[config.mk]
export PLATFORM = sky130hd
export DESIGN_NAME = efim_top
export DESIGN_NICKNAME = d
export VERILOG_FILES = /design/src/hw/efim_pkg.sv /design/src/hw/efim_top.sv
export VERILOG_INCLUDE_DIRS = /design/src /design/src/hw
export SDC_FILE = /design/constraint.sdc
export NUM_CORES = 1
export LEC_CHECK = 0
export BUFFER_PORTS_ARGS = -buffer_cell sky130_fd_sc_hd__buf_2
export CORE_AREA = 2 2 88 90
export DETAILED_ROUTE_END_ITERATION = 12
export DIE_AREA = 0 0 90 92
export PLACE_DENSITY = 0.5
export SLEW_MARGIN = 5
export SYNTH_ARGS = -nofsm -noshare
export SYNTH_HDL_FRONTEND = slang
export SYNTH_HIERARCHICAL = 1
export SYNTH_SLANG_ARGS = --single-unit
[constraint.sdc]
create_clock -name ref_clk -period 1.9 [get_ports ref_clk]
set_input_delay 0.19 -clock ref_clk [delete_from_list [all_inputs] [get_ports ref_clk]]
set_output_delay 0.19 -clock ref_clk [all_outputs]
set_load 0.03 [all_outputs]
[src/hw/efim_consts.svh]
// Purpose: constants for the event flag and interrupt mask block
// Assumes: 100 MHz ref_clk
// Notes: register offsets are byte addresses on the internal register port
`ifndef EFIM_CONSTS_SVH
`define EFIM_CONSTS_SVH
`define EFIM_FLAGS_OFFSET 8'h00
`define EFIM_MASK_OFFSET 8'h01
`define EFIM_MASK_RESET 8'h00
`define EFIM_FLAGS_RESET 8'h00
`define EFIM_MASK_USED 8'h5f
`define EFIM_BIT_WAKE 6
`define EFIM_BIT_LINE_FAULT 4
`define EFIM_BIT_SUPPLY_WARN 3
`define EFIM_BIT_UNDERVOLT 2
`define EFIM_BIT_SHUTDOWN 1
`define EFIM_BIT_THERM_WARN 0
`define EFIM_CLK_MHZ 100
`define EFIM_WAKE_PULSE_US 200
`define EFIM_WAKE_PULSE_CYC (`EFIM_WAKE_PULSE_US * `EFIM_CLK_MHZ)
`endif

[src/hw/efim_pkg.sv]
// Purpose: types for the event flag and interrupt mask block
// Assumes: nothing
// Notes: event carrier order matches flag register bit order
package efim_pkg;
	typedef struct packed {
		logic wake;
		logic line_fault;
		logic supply_warn;
		logic undervolt;
		logic shutdown;
		logic therm_warn;
	} efim_events_type;
	typedef struct packed {
		logic rd;
		logic wr;
		logic [7:0] addr;
		logic [7:0] wdata;
	} efim_req_type;
	typedef enum logic [1:0] {
		EFIM_PULSE_IDLE = 2'b01,
		EFIM_PULSE_ON = 2'b10
	} efim_pulse_type;
endpackage

[src/hw/efim_top.sv]
// Purpose: sticky event flags, mask register and active-low wake/interrupt output
// Assumes: register port driven by the serial engine, one-cycle rd/wr strobes
// Notes: analog comparators deliver synchronous level conditions
`timescale 1ns/10ps
`include "efim_consts.svh"
module efim_top (
	// clock, reset, enable
	input wire logic ref_clk,
	input wire logic rst,
	input wire logic clk_en,
	// event conditions, levels
	input wire efim_pkg::efim_events_type cond_in,
	// register port
	input wire efim_pkg::efim_req_type req,
	output logic [7:0] rdata,
	output logic rvalid,
	// pin
	output logic wake_alert_out_n
);
	localparam logic [14:0] PULSE_CYC = 15'(`EFIM_WAKE_PULSE_CYC);
	localparam logic [7:0] FLAGS_RST = `EFIM_FLAGS_RESET;
	// flag register bit of each event, in event carrier order from its low end
	localparam int FLAG_POS [6] = '{
		`EFIM_BIT_THERM_WARN,
		`EFIM_BIT_SHUTDOWN,
		`EFIM_BIT_UNDERVOLT,
		`EFIM_BIT_SUPPLY_WARN,
		`EFIM_BIT_LINE_FAULT,
		`EFIM_BIT_WAKE
	};
	efim_pkg::efim_events_type flag_bits;
	efim_pkg::efim_events_type flag_rise;
	logic [7:0] flags_vec;
	logic [7:0] mask_reg;
	logic [14:0] pulse_cnt_reg;
	efim_pkg::efim_pulse_type pulse_state_reg;
	logic flags_rd;
	logic mask_wr;
	logic wake_retrig;
	logic [7:0] irq_src;
	logic irq_level;
	logic [7:0] rd_mux;

	assign flags_rd = req.rd && (req.addr == `EFIM_FLAGS_OFFSET);
	assign mask_wr = req.wr && (req.addr == `EFIM_MASK_OFFSET);

	// one sticky cell per event, all cleared together by a flag register read
	genvar i;
	generate
		for (i = 0; i < 6; i++)
		begin : g_flag
			efim_flag_cell #(
				.RESET_VAL(FLAGS_RST[FLAG_POS[i]])
			) efim_flag_cell_inst (
				.ref_clk(ref_clk),
				.rst(rst),
				.clk_en(clk_en),
				.cond(cond_in[i]),
				.clr(flags_rd),
				.flag(flag_bits[i]),
				.rise(flag_rise[i])
			);
		end
	endgenerate

	// bits 7 and 5 have no event behind them and read as zero
	assign flags_vec = {1'b0, flag_bits.wake, 1'b0, flag_bits[4:0]};

	always_ff @(posedge ref_clk)
	begin
		if (rst)
			mask_reg <= `EFIM_MASK_RESET;
		else if (clk_en && mask_wr)
			mask_reg <= req.wdata & `EFIM_MASK_USED;
	end

	// a new wake edge restarts a running pulse rather than being lost
	assign wake_retrig = flag_rise.wake && mask_reg[`EFIM_BIT_WAKE];

	always_ff @(posedge ref_clk)
	begin
		if (rst)
			pulse_state_reg <= efim_pkg::EFIM_PULSE_IDLE;
		else if (clk_en)
		begin
			case (pulse_state_reg)
				efim_pkg::EFIM_PULSE_IDLE:
				begin
					if (wake_retrig)
						pulse_state_reg <= efim_pkg::EFIM_PULSE_ON;
				end
				efim_pkg::EFIM_PULSE_ON:
				begin
					if (!wake_retrig && pulse_cnt_reg == 15'h0000)
						pulse_state_reg <= efim_pkg::EFIM_PULSE_IDLE;
				end
				default:
					pulse_state_reg <= efim_pkg::EFIM_PULSE_IDLE;
			endcase
		end
	end

	// pulse length is fixed by the clock rate; a slower clock stretches it
	always_ff @(posedge ref_clk)
	begin
		if (rst)
			pulse_cnt_reg <= 15'h0000;
		else if (clk_en)
		begin
			if (wake_retrig)
				pulse_cnt_reg <= PULSE_CYC - 15'h0001;
			else if (pulse_state_reg == efim_pkg::EFIM_PULSE_ON && pulse_cnt_reg != 15'h0000)
				pulse_cnt_reg <= pulse_cnt_reg - 15'h0001;
		end
	end

	// wake flag with mask 1 uses the pulse, not the level
	always_comb
	begin
		irq_src = flags_vec & ~mask_reg & `EFIM_MASK_USED;
		irq_level = |irq_src;
		if (pulse_state_reg == efim_pkg::EFIM_PULSE_ON)
			irq_level = 1'b1;
	end

	always_ff @(posedge ref_clk)
	begin
		if (rst)
			wake_alert_out_n <= 1'b1;
		else if (clk_en)
			wake_alert_out_n <= ~irq_level;
	end

	// flags are read before the same edge clears them
	always_comb
	begin
		case (req.addr)
			`EFIM_FLAGS_OFFSET: rd_mux = flags_vec;
			`EFIM_MASK_OFFSET: rd_mux = mask_reg;
			default: rd_mux = 8'h00;
		endcase
	end

	always_ff @(posedge ref_clk)
	begin
		if (rst)
		begin
			rdata <= 8'h00;
			rvalid <= 1'b0;
		end
		else if (clk_en)
		begin
			rvalid <= req.rd;
			if (req.rd)
				rdata <= rd_mux;
		end
	end
endmodule // efim_top

// one sticky event flag: set on a rising condition, cleared by a flag read
module efim_flag_cell #(
	parameter logic RESET_VAL = 1'b0
) (
	// clock, reset, enable
	input wire logic ref_clk,
	input wire logic rst,
	input wire logic clk_en,
	// condition level and clearing read
	input wire logic cond,
	input wire logic clr,
	// sticky flag and its set strobe
	output logic flag,
	output logic rise
);
	logic cond_reg;

	// rising edge only: a persisting condition does not re-set the flag after a read
	assign rise = cond & ~cond_reg;

	always_ff @(posedge ref_clk)
	begin
		if (rst)
			cond_reg <= 1'b0;
		else if (clk_en)
			cond_reg <= cond;
	end

	// set wins over the clearing read so no event is lost
	always_ff @(posedge ref_clk)
	begin
		if (rst)
			flag <= RESET_VAL;
		else if (clk_en)
		begin
			if (rise)
				flag <= 1'b1;
			else if (clr)
				flag <= 1'b0;
		end
	end
endmodule // efim_flag_cell

==> summary.txt, run 1 <==
Outcome
  • Outcome: completed

Timing
  • Min Tclk post-route: 1770 ps
  • Hold violation count in the final report: 0
  • Max Fclk: 0.565 GHz
  • Clk_skew: 6.35 ps
  • Hold WS: 114 ps
  • TNS Setup: 0 ps
  • Post-route clock period utilization: 0.931
  • RSZ-0062 raised after global routing: false
  • Max Slew Vio Count: 0
  • # setup viols final: 0

Final layout
  • Ant diodes: 0
  • Share of layout cells above drive strength 1: 0.240
  • Area delta synth->final: 20.3%
  • Max FFs per register: 15
  • Commonest cells after routing, fill and taps aside: dfxtp_1 (42), buf_2 (32), nor2_1 (26), mux2i_1 (19), nand2_1 (13)
  • Nets: around 300
  • Non-filler instance count after layout: between 300 and 400
  • Most common cell after layout, fill and taps aside: dfxtp_1
  • Fillers: 815

Worst setup path
  • Worst Path Required: about 2100 ps
  • CP max stage delay: 410 ps
  • CP Max Fanout: 5
  • CP Launch Point: pulse_cnt_reg[0]
  • Crit path cell chain: inv_1 -> ha_1 -> nor2b_2 -> and4b_1 -> or4_1 -> a31oi_1
  • Critical Path Sink Type: flop
  • Worst path slowest cell: or4_1
  • Crit path kind: flop to flop
  • Crit path DAT: 2000 ps
  • R2R Path Start: pulse_cnt_reg[0]
  • CP Launch Type: flop

Detailed routing
  • DR WL/cell: 13.6 um
  • Final WL: slightly above 5000 um
  • Post-route DRC violation count: 0
  • Via count: 1863
  • Routed Antenna Nets: 0
  • Initial drt markers: 62
  • First-pass iteration count of the detailed router: 4
  • Via-to-Cell Ratio: slightly below 5

Clock tree
  • CTS Buf Count: 5
  • Worst-Skew Late Latency: 300 ps
  • Clk buf depth: 2
  • Clock transition at path regs: around 90 ps
  • CTS Hold Bufs: 0
  • CTS tree: yes
  • Post-CTS sizing: 0
  • H-tree level count: 2
  • Setup Fix Bufs, Post-CTS: 0
  • Clk sinks: 43
  • CTS root buf: clkbuf_8

GRT
  • Largest net degree at the start of global routing: 21
  • Total track usage: 0.131
  • First-pass GRT wire length: 8800 um
  • Initial antenna violation count: 0
  • Vias in the first global route: 1807
  • GRT Residual Overflow: 0

Pwr
  • LEAKAGE: 1.02 nW
  • Internal power: 1.24 mW
  • Total Power: 1.69 mW
  • Max IR drop VDD: 0.273 mV
  • Power Dens Cells: 665 nW/um2
  • P_sw: 0.444 mW
  • Clk pwr share: 0.359
  • Combinational Power Share: 0.089
  • Flop pwr share: 0.552
  • Switching Fraction: 0.263

Yosys
  • Synth warn: 6
  • Cells after synthesis: 233
  • Post-Syn Area per Cell: 9.06 um2
  • Mapped Area: 2110 um2

Floorplan
  • Num ports: 37
  • Standard-cell row count: 32
  • Die height: about 92 um
  • Placeable Area: between 7000 and 8000 um2
  • Initial Utilization: 0.284
  • Die area: 8280 um2
  • Die W: about 90 um

Place
  • GP Congestion: approximately 0.74
  • Port Buffers: 32
  • Post-DP HPWL: 3770 um
  • Placed cell count: roughly 370

Min path
  • Start point of the worst hold path: req[2]
  • Hold Path Class: input pin to flop

Run
  • MaxCap Viol Count: 0
[per-stage QoR]
stage	setup WS [ps]	instance area [um2]	utilization
final	131	2540	0.341
after CTS	22.5	2520	0.339
after global routing	23.4	2540	0.341
after global placement	86.6	2430	0.327
after floorplan	244	2120	-
after detailed placement	60.2	2430	0.327
[worst max-delay path: cells and delay by family, from the launching register on]
| family | cells | cell delay (ps) |
|---|---|---|
| AOI/OAI and AO/OA | 1 | 180 |
| adders and majority gates | 1 | 230 |
| buffers and inverters | 1 | 70 |
| DFF | 1 | 360 |
| and+or+nand+nor | 3 | 850 |
[power by group through the flow]
stage / clock, mW / combinational [mW] / sequential (mW)
final: 0.607 / 0.151 / 0.932
after global routing: 0.666 / 0.166 / 0.934
after CTS: 0.637 / 0.154 / 0.932
after detailed placement: 0 / 0.153 / 0.953
after global placement: 0 / 0.151 / 0.953
after floorplan: 0 / 0.0843 / 0.956
[layout make-up]
cell class / count / area (um2) / area share
Timing Repair Buffer: 42 / 235 / 0.0926
Inverter: 8 / 30.0 / 0.0118
Clock buffer: 5 / 68.8 / 0.0271
Tap cell: 102 / 128 / 0.0502
Sequential cell: 43 / 862 / 0.339
Multi-Input combinational cell: 174 / 1200 / 0.471
Clock inverter: 3 / 20.0 / 0.00788
[final timing paths]
| path | endpoint | slack, ps | cells after the start |
|---|---|---|---|
| worst max-delay path | pulse_cnt_reg[9] | 130 | 6 |
| worst min-delay path | mask_reg[2] | 110 | 3 |
| worst max register to register | pulse_cnt_reg[9] | 130 | 6 |
| worst min register to register | rvalid | 460 | 2 |
[routing by layer]
layer	global-route usage	wire, um
met1	0.174	2480
met2	0.213	2410
met3	0.0304	192
met4	0.0359	46
met5	0	0
No activity file was read; power rests on OpenSTA's default activity.
==> inputs of run 2 (changes only) <==
--- a/config.mk
+++ b/config.mk
@@ -10,7 +10,9 @@
 export CORE_AREA = 2 2 88 90
 export DETAILED_ROUTE_END_ITERATION = 12
 export DIE_AREA = 0 0 90 92
+export MAX_ROUTING_LAYER = met4
 export PLACE_DENSITY = 0.5
+export REMOVE_ABC_BUFFERS = 1
 export SLEW_MARGIN = 5
 export SYNTH_ARGS = -nofsm -noshare
 export SYNTH_HDL_FRONTEND = slang
==> run 2 against run 1 <==
  * Utilization barely moved
  * Critical path type unchanged
  * Critical endpoint is now pulse_cnt_reg[4]
  * Count of clock-buffer cells in the layout did not move
  * First-iteration DRC count fell by 18%
==> summary.txt, run 2 (synthesized netlist as in run 1, its figures left out) <==
Worst setup path
  • Worst Path Required: 2120 ps
  • Worst path slowest cell: or4_1
  • CP max stage delay: 490 ps
  • Critical Path Sink Type: flop
  • R2R Path Start: pulse_cnt_reg[0]
  • Crit path kind: flop to flop
  • Worst R2R Setup Slack: a little over 90 ps
  • Crit path cell chain: inv_1 -> ha_1 -> nor3b_1 -> and4_2 -> or4_1 -> a211oi_2
  • CP Max Fanout: 6
  • Crit path DAT: 2030 ps
  • R2R cell count: 6
  • CP Launch Type: flop
  • Reg2reg end: pulse_cnt_reg[4]
  • Bufs and invs on worst path: 1
  • Top delay family on crit path: simple AND/OR/NAND/NOR gates

Detailed routing
  • Via count: ~1.9k
  • Post-route DRC violation count: 0
  • Final WL: 5060 um
  • Via-to-Cell Ratio: 4.95
  • First-pass iteration count of the detailed router: 4
  • DR WL/cell: around 13 um
  • Initial drt markers: ~50
  • Routed Antenna Nets: 0

Pwr
  • Power Dens Cells: 660 nW/um2
  • Clk pwr share: 0.357
  • Max IR drop VDD: roughly 0.33 mV
  • Flop pwr share: 0.556
  • LEAKAGE: about 1.0 nW
  • Combinational Power Share: 0.087
  • Switching Fraction: 0.258
  • Internal power: 1.24 mW
  • Total Power: around 1.7 mW
  • P_sw: around 0.43 mW

Final layout
  • Nets: roughly 300
  • Ant diodes: 0
  • Seq. cell area: approximately 860 um2
  • Final Util: 0.341
  • Share of layout cells above drive strength 1: 0.240
  • Fillers: 820
  • Area delta synth->final: 20.1%
  • Commonest cells after routing, fill and taps aside: dfxtp_1 (42), buf_2 (32), nor2_1 (26), mux2i_1 (19), nand2_1 (13)
  • Max FFs per register: 15
  • Most common cell after layout, fill and taps aside: dfxtp_1
  • Area taken by multi-input logic gates: 1190 um2

Clock tree
  • H-tree level count: 2
  • Worst-Skew Late Latency: 300 ps
  • CTS tree: yes
  • CTS Hold Bufs: 0
  • Clk buf depth: 2
  • CTS Buf Count: 5
  • Clk sinks: 43
  • CTS root buf: clkbuf_8
  • Clock transition at path regs: about 90 ps

Place
  • Post-DP HPWL: 3730 um
  • Port Buffers: 32
  • GP Congestion: between 0.7 and 0.8
  • Pre-CTS setup slack: ~65 ps

Run
  • MaxCap Viol Count: 0

Timing
  • RSZ-0062 raised after global routing: false
  • Clk_skew: 4.30 ps
  • Max Slew Vio Count: 0
  • # setup viols final: 0
  • Final worst setup slack: just over 90 ps
  • TNS Setup: 0 ps
  • Max Fclk: 0.553 GHz
  • Min Tclk post-route: about 1800 ps
  • Hold violation count in the final report: 0
  • Post-route clock period utilization: 0.952

GRT
  • Total track usage: 0.129
  • GRT Residual Overflow: 0
  • First-pass GRT wire length: 8310 um
  • Vias in the first global route: 1687
  • Largest net degree at the start of global routing: 29
  • Initial antenna violation count: 0

Floorplan
  • Placeable Area: 7450 um2
  • Initial Utilization: 0.284
  • Num ports: 37
  • Die area: 8280 um2
  • Die W: 90 um
  • Standard-cell row count: 32
  • Die height: 92 um

Min path
  • Start point of the worst hold path: req[3]
  • Hold-critical path depth: 3
  • Hold Path Class: input pin to flop
  • End of the worst hold path: mask_reg[3]

Outcome
  • Outcome: completed
[run 2: timing repair]
item / 4_1_cts / 5_1_grt
endpoints found under the hold margin: 0 / 0
gates resized for setup: 0 / 5
setup endpoints to repair: 0 / 7
buffers inserted: 0 / 0
[run 2: cell type report]
class	count	area share
Clock buffer	5	0.0271
Clock inverter	3	0.00789
Inverter	8	0.0118
Multi-Input combinational cell	174	0.470
Sequential cell	43	0.340
Tap cell	102	0.0503
Timing Repair Buffer	42	0.0927
[run 2: power by group through the flow]
stage / sequential, mW / clock [mW] / combinational [mW]
final: 0.931 / 0.597 / 0.146
after global routing: 0.934 / 0.657 / 0.163
after CTS: 0.932 / 0.615 / 0.149
after detailed placement: 0.953 / 0 / 0.149
after global placement: 0.952 / 0 / 0.147
after floorplan: 0.956 / 0 / 0.0686
[run 2: routing by layer]
layer  wire [um]  GRT usage  vias to the layer above
met1        2370      0.169                      883
li1            -          -                      944
met5           0          -                        -
met3         158     0.0271                        5
met2        2480      0.204                       34
met4          51     0.0308                        0
[run 2: how the worst max path moves through the flow]
stage,from,endpoint,slack [ps],cells after the start
detailed placement,pulse_cnt_reg[0],pulse_cnt_reg[4],60,6
finish,pulse_cnt_reg[0],pulse_cnt_reg[4],90,6
global route,pulse_cnt_reg[0],pulse_cnt_reg[4],4,7
global placement,pulse_cnt_reg[0],pulse_cnt_reg[4],100,6
floorplan,pulse_cnt_reg[0],pulse_cnt_reg[4],150,6
CTS,pulse_cnt_reg[0],pulse_cnt_reg[4],30,6
[run 2: through the flow]
step / instance area (um2) / hold WS, ps / cells
finish: 2540 / 115 / 377
global route: 2540 / 117 / 377
CTS: 2520 / 109 / 377
detailed placement: 2430 / 430 / 369
global placement: 2430 / 421 / 369
floorplan: 2070 / 252 / 225
[run 2: worst reg2reg max path: stages (launching register included)]
cell and delay (ps):
dfxtp_2 360, inv_1 70, ha_1 220, nor3b_1 140, and4_2 270, or4_1 490, a211oi_2 180
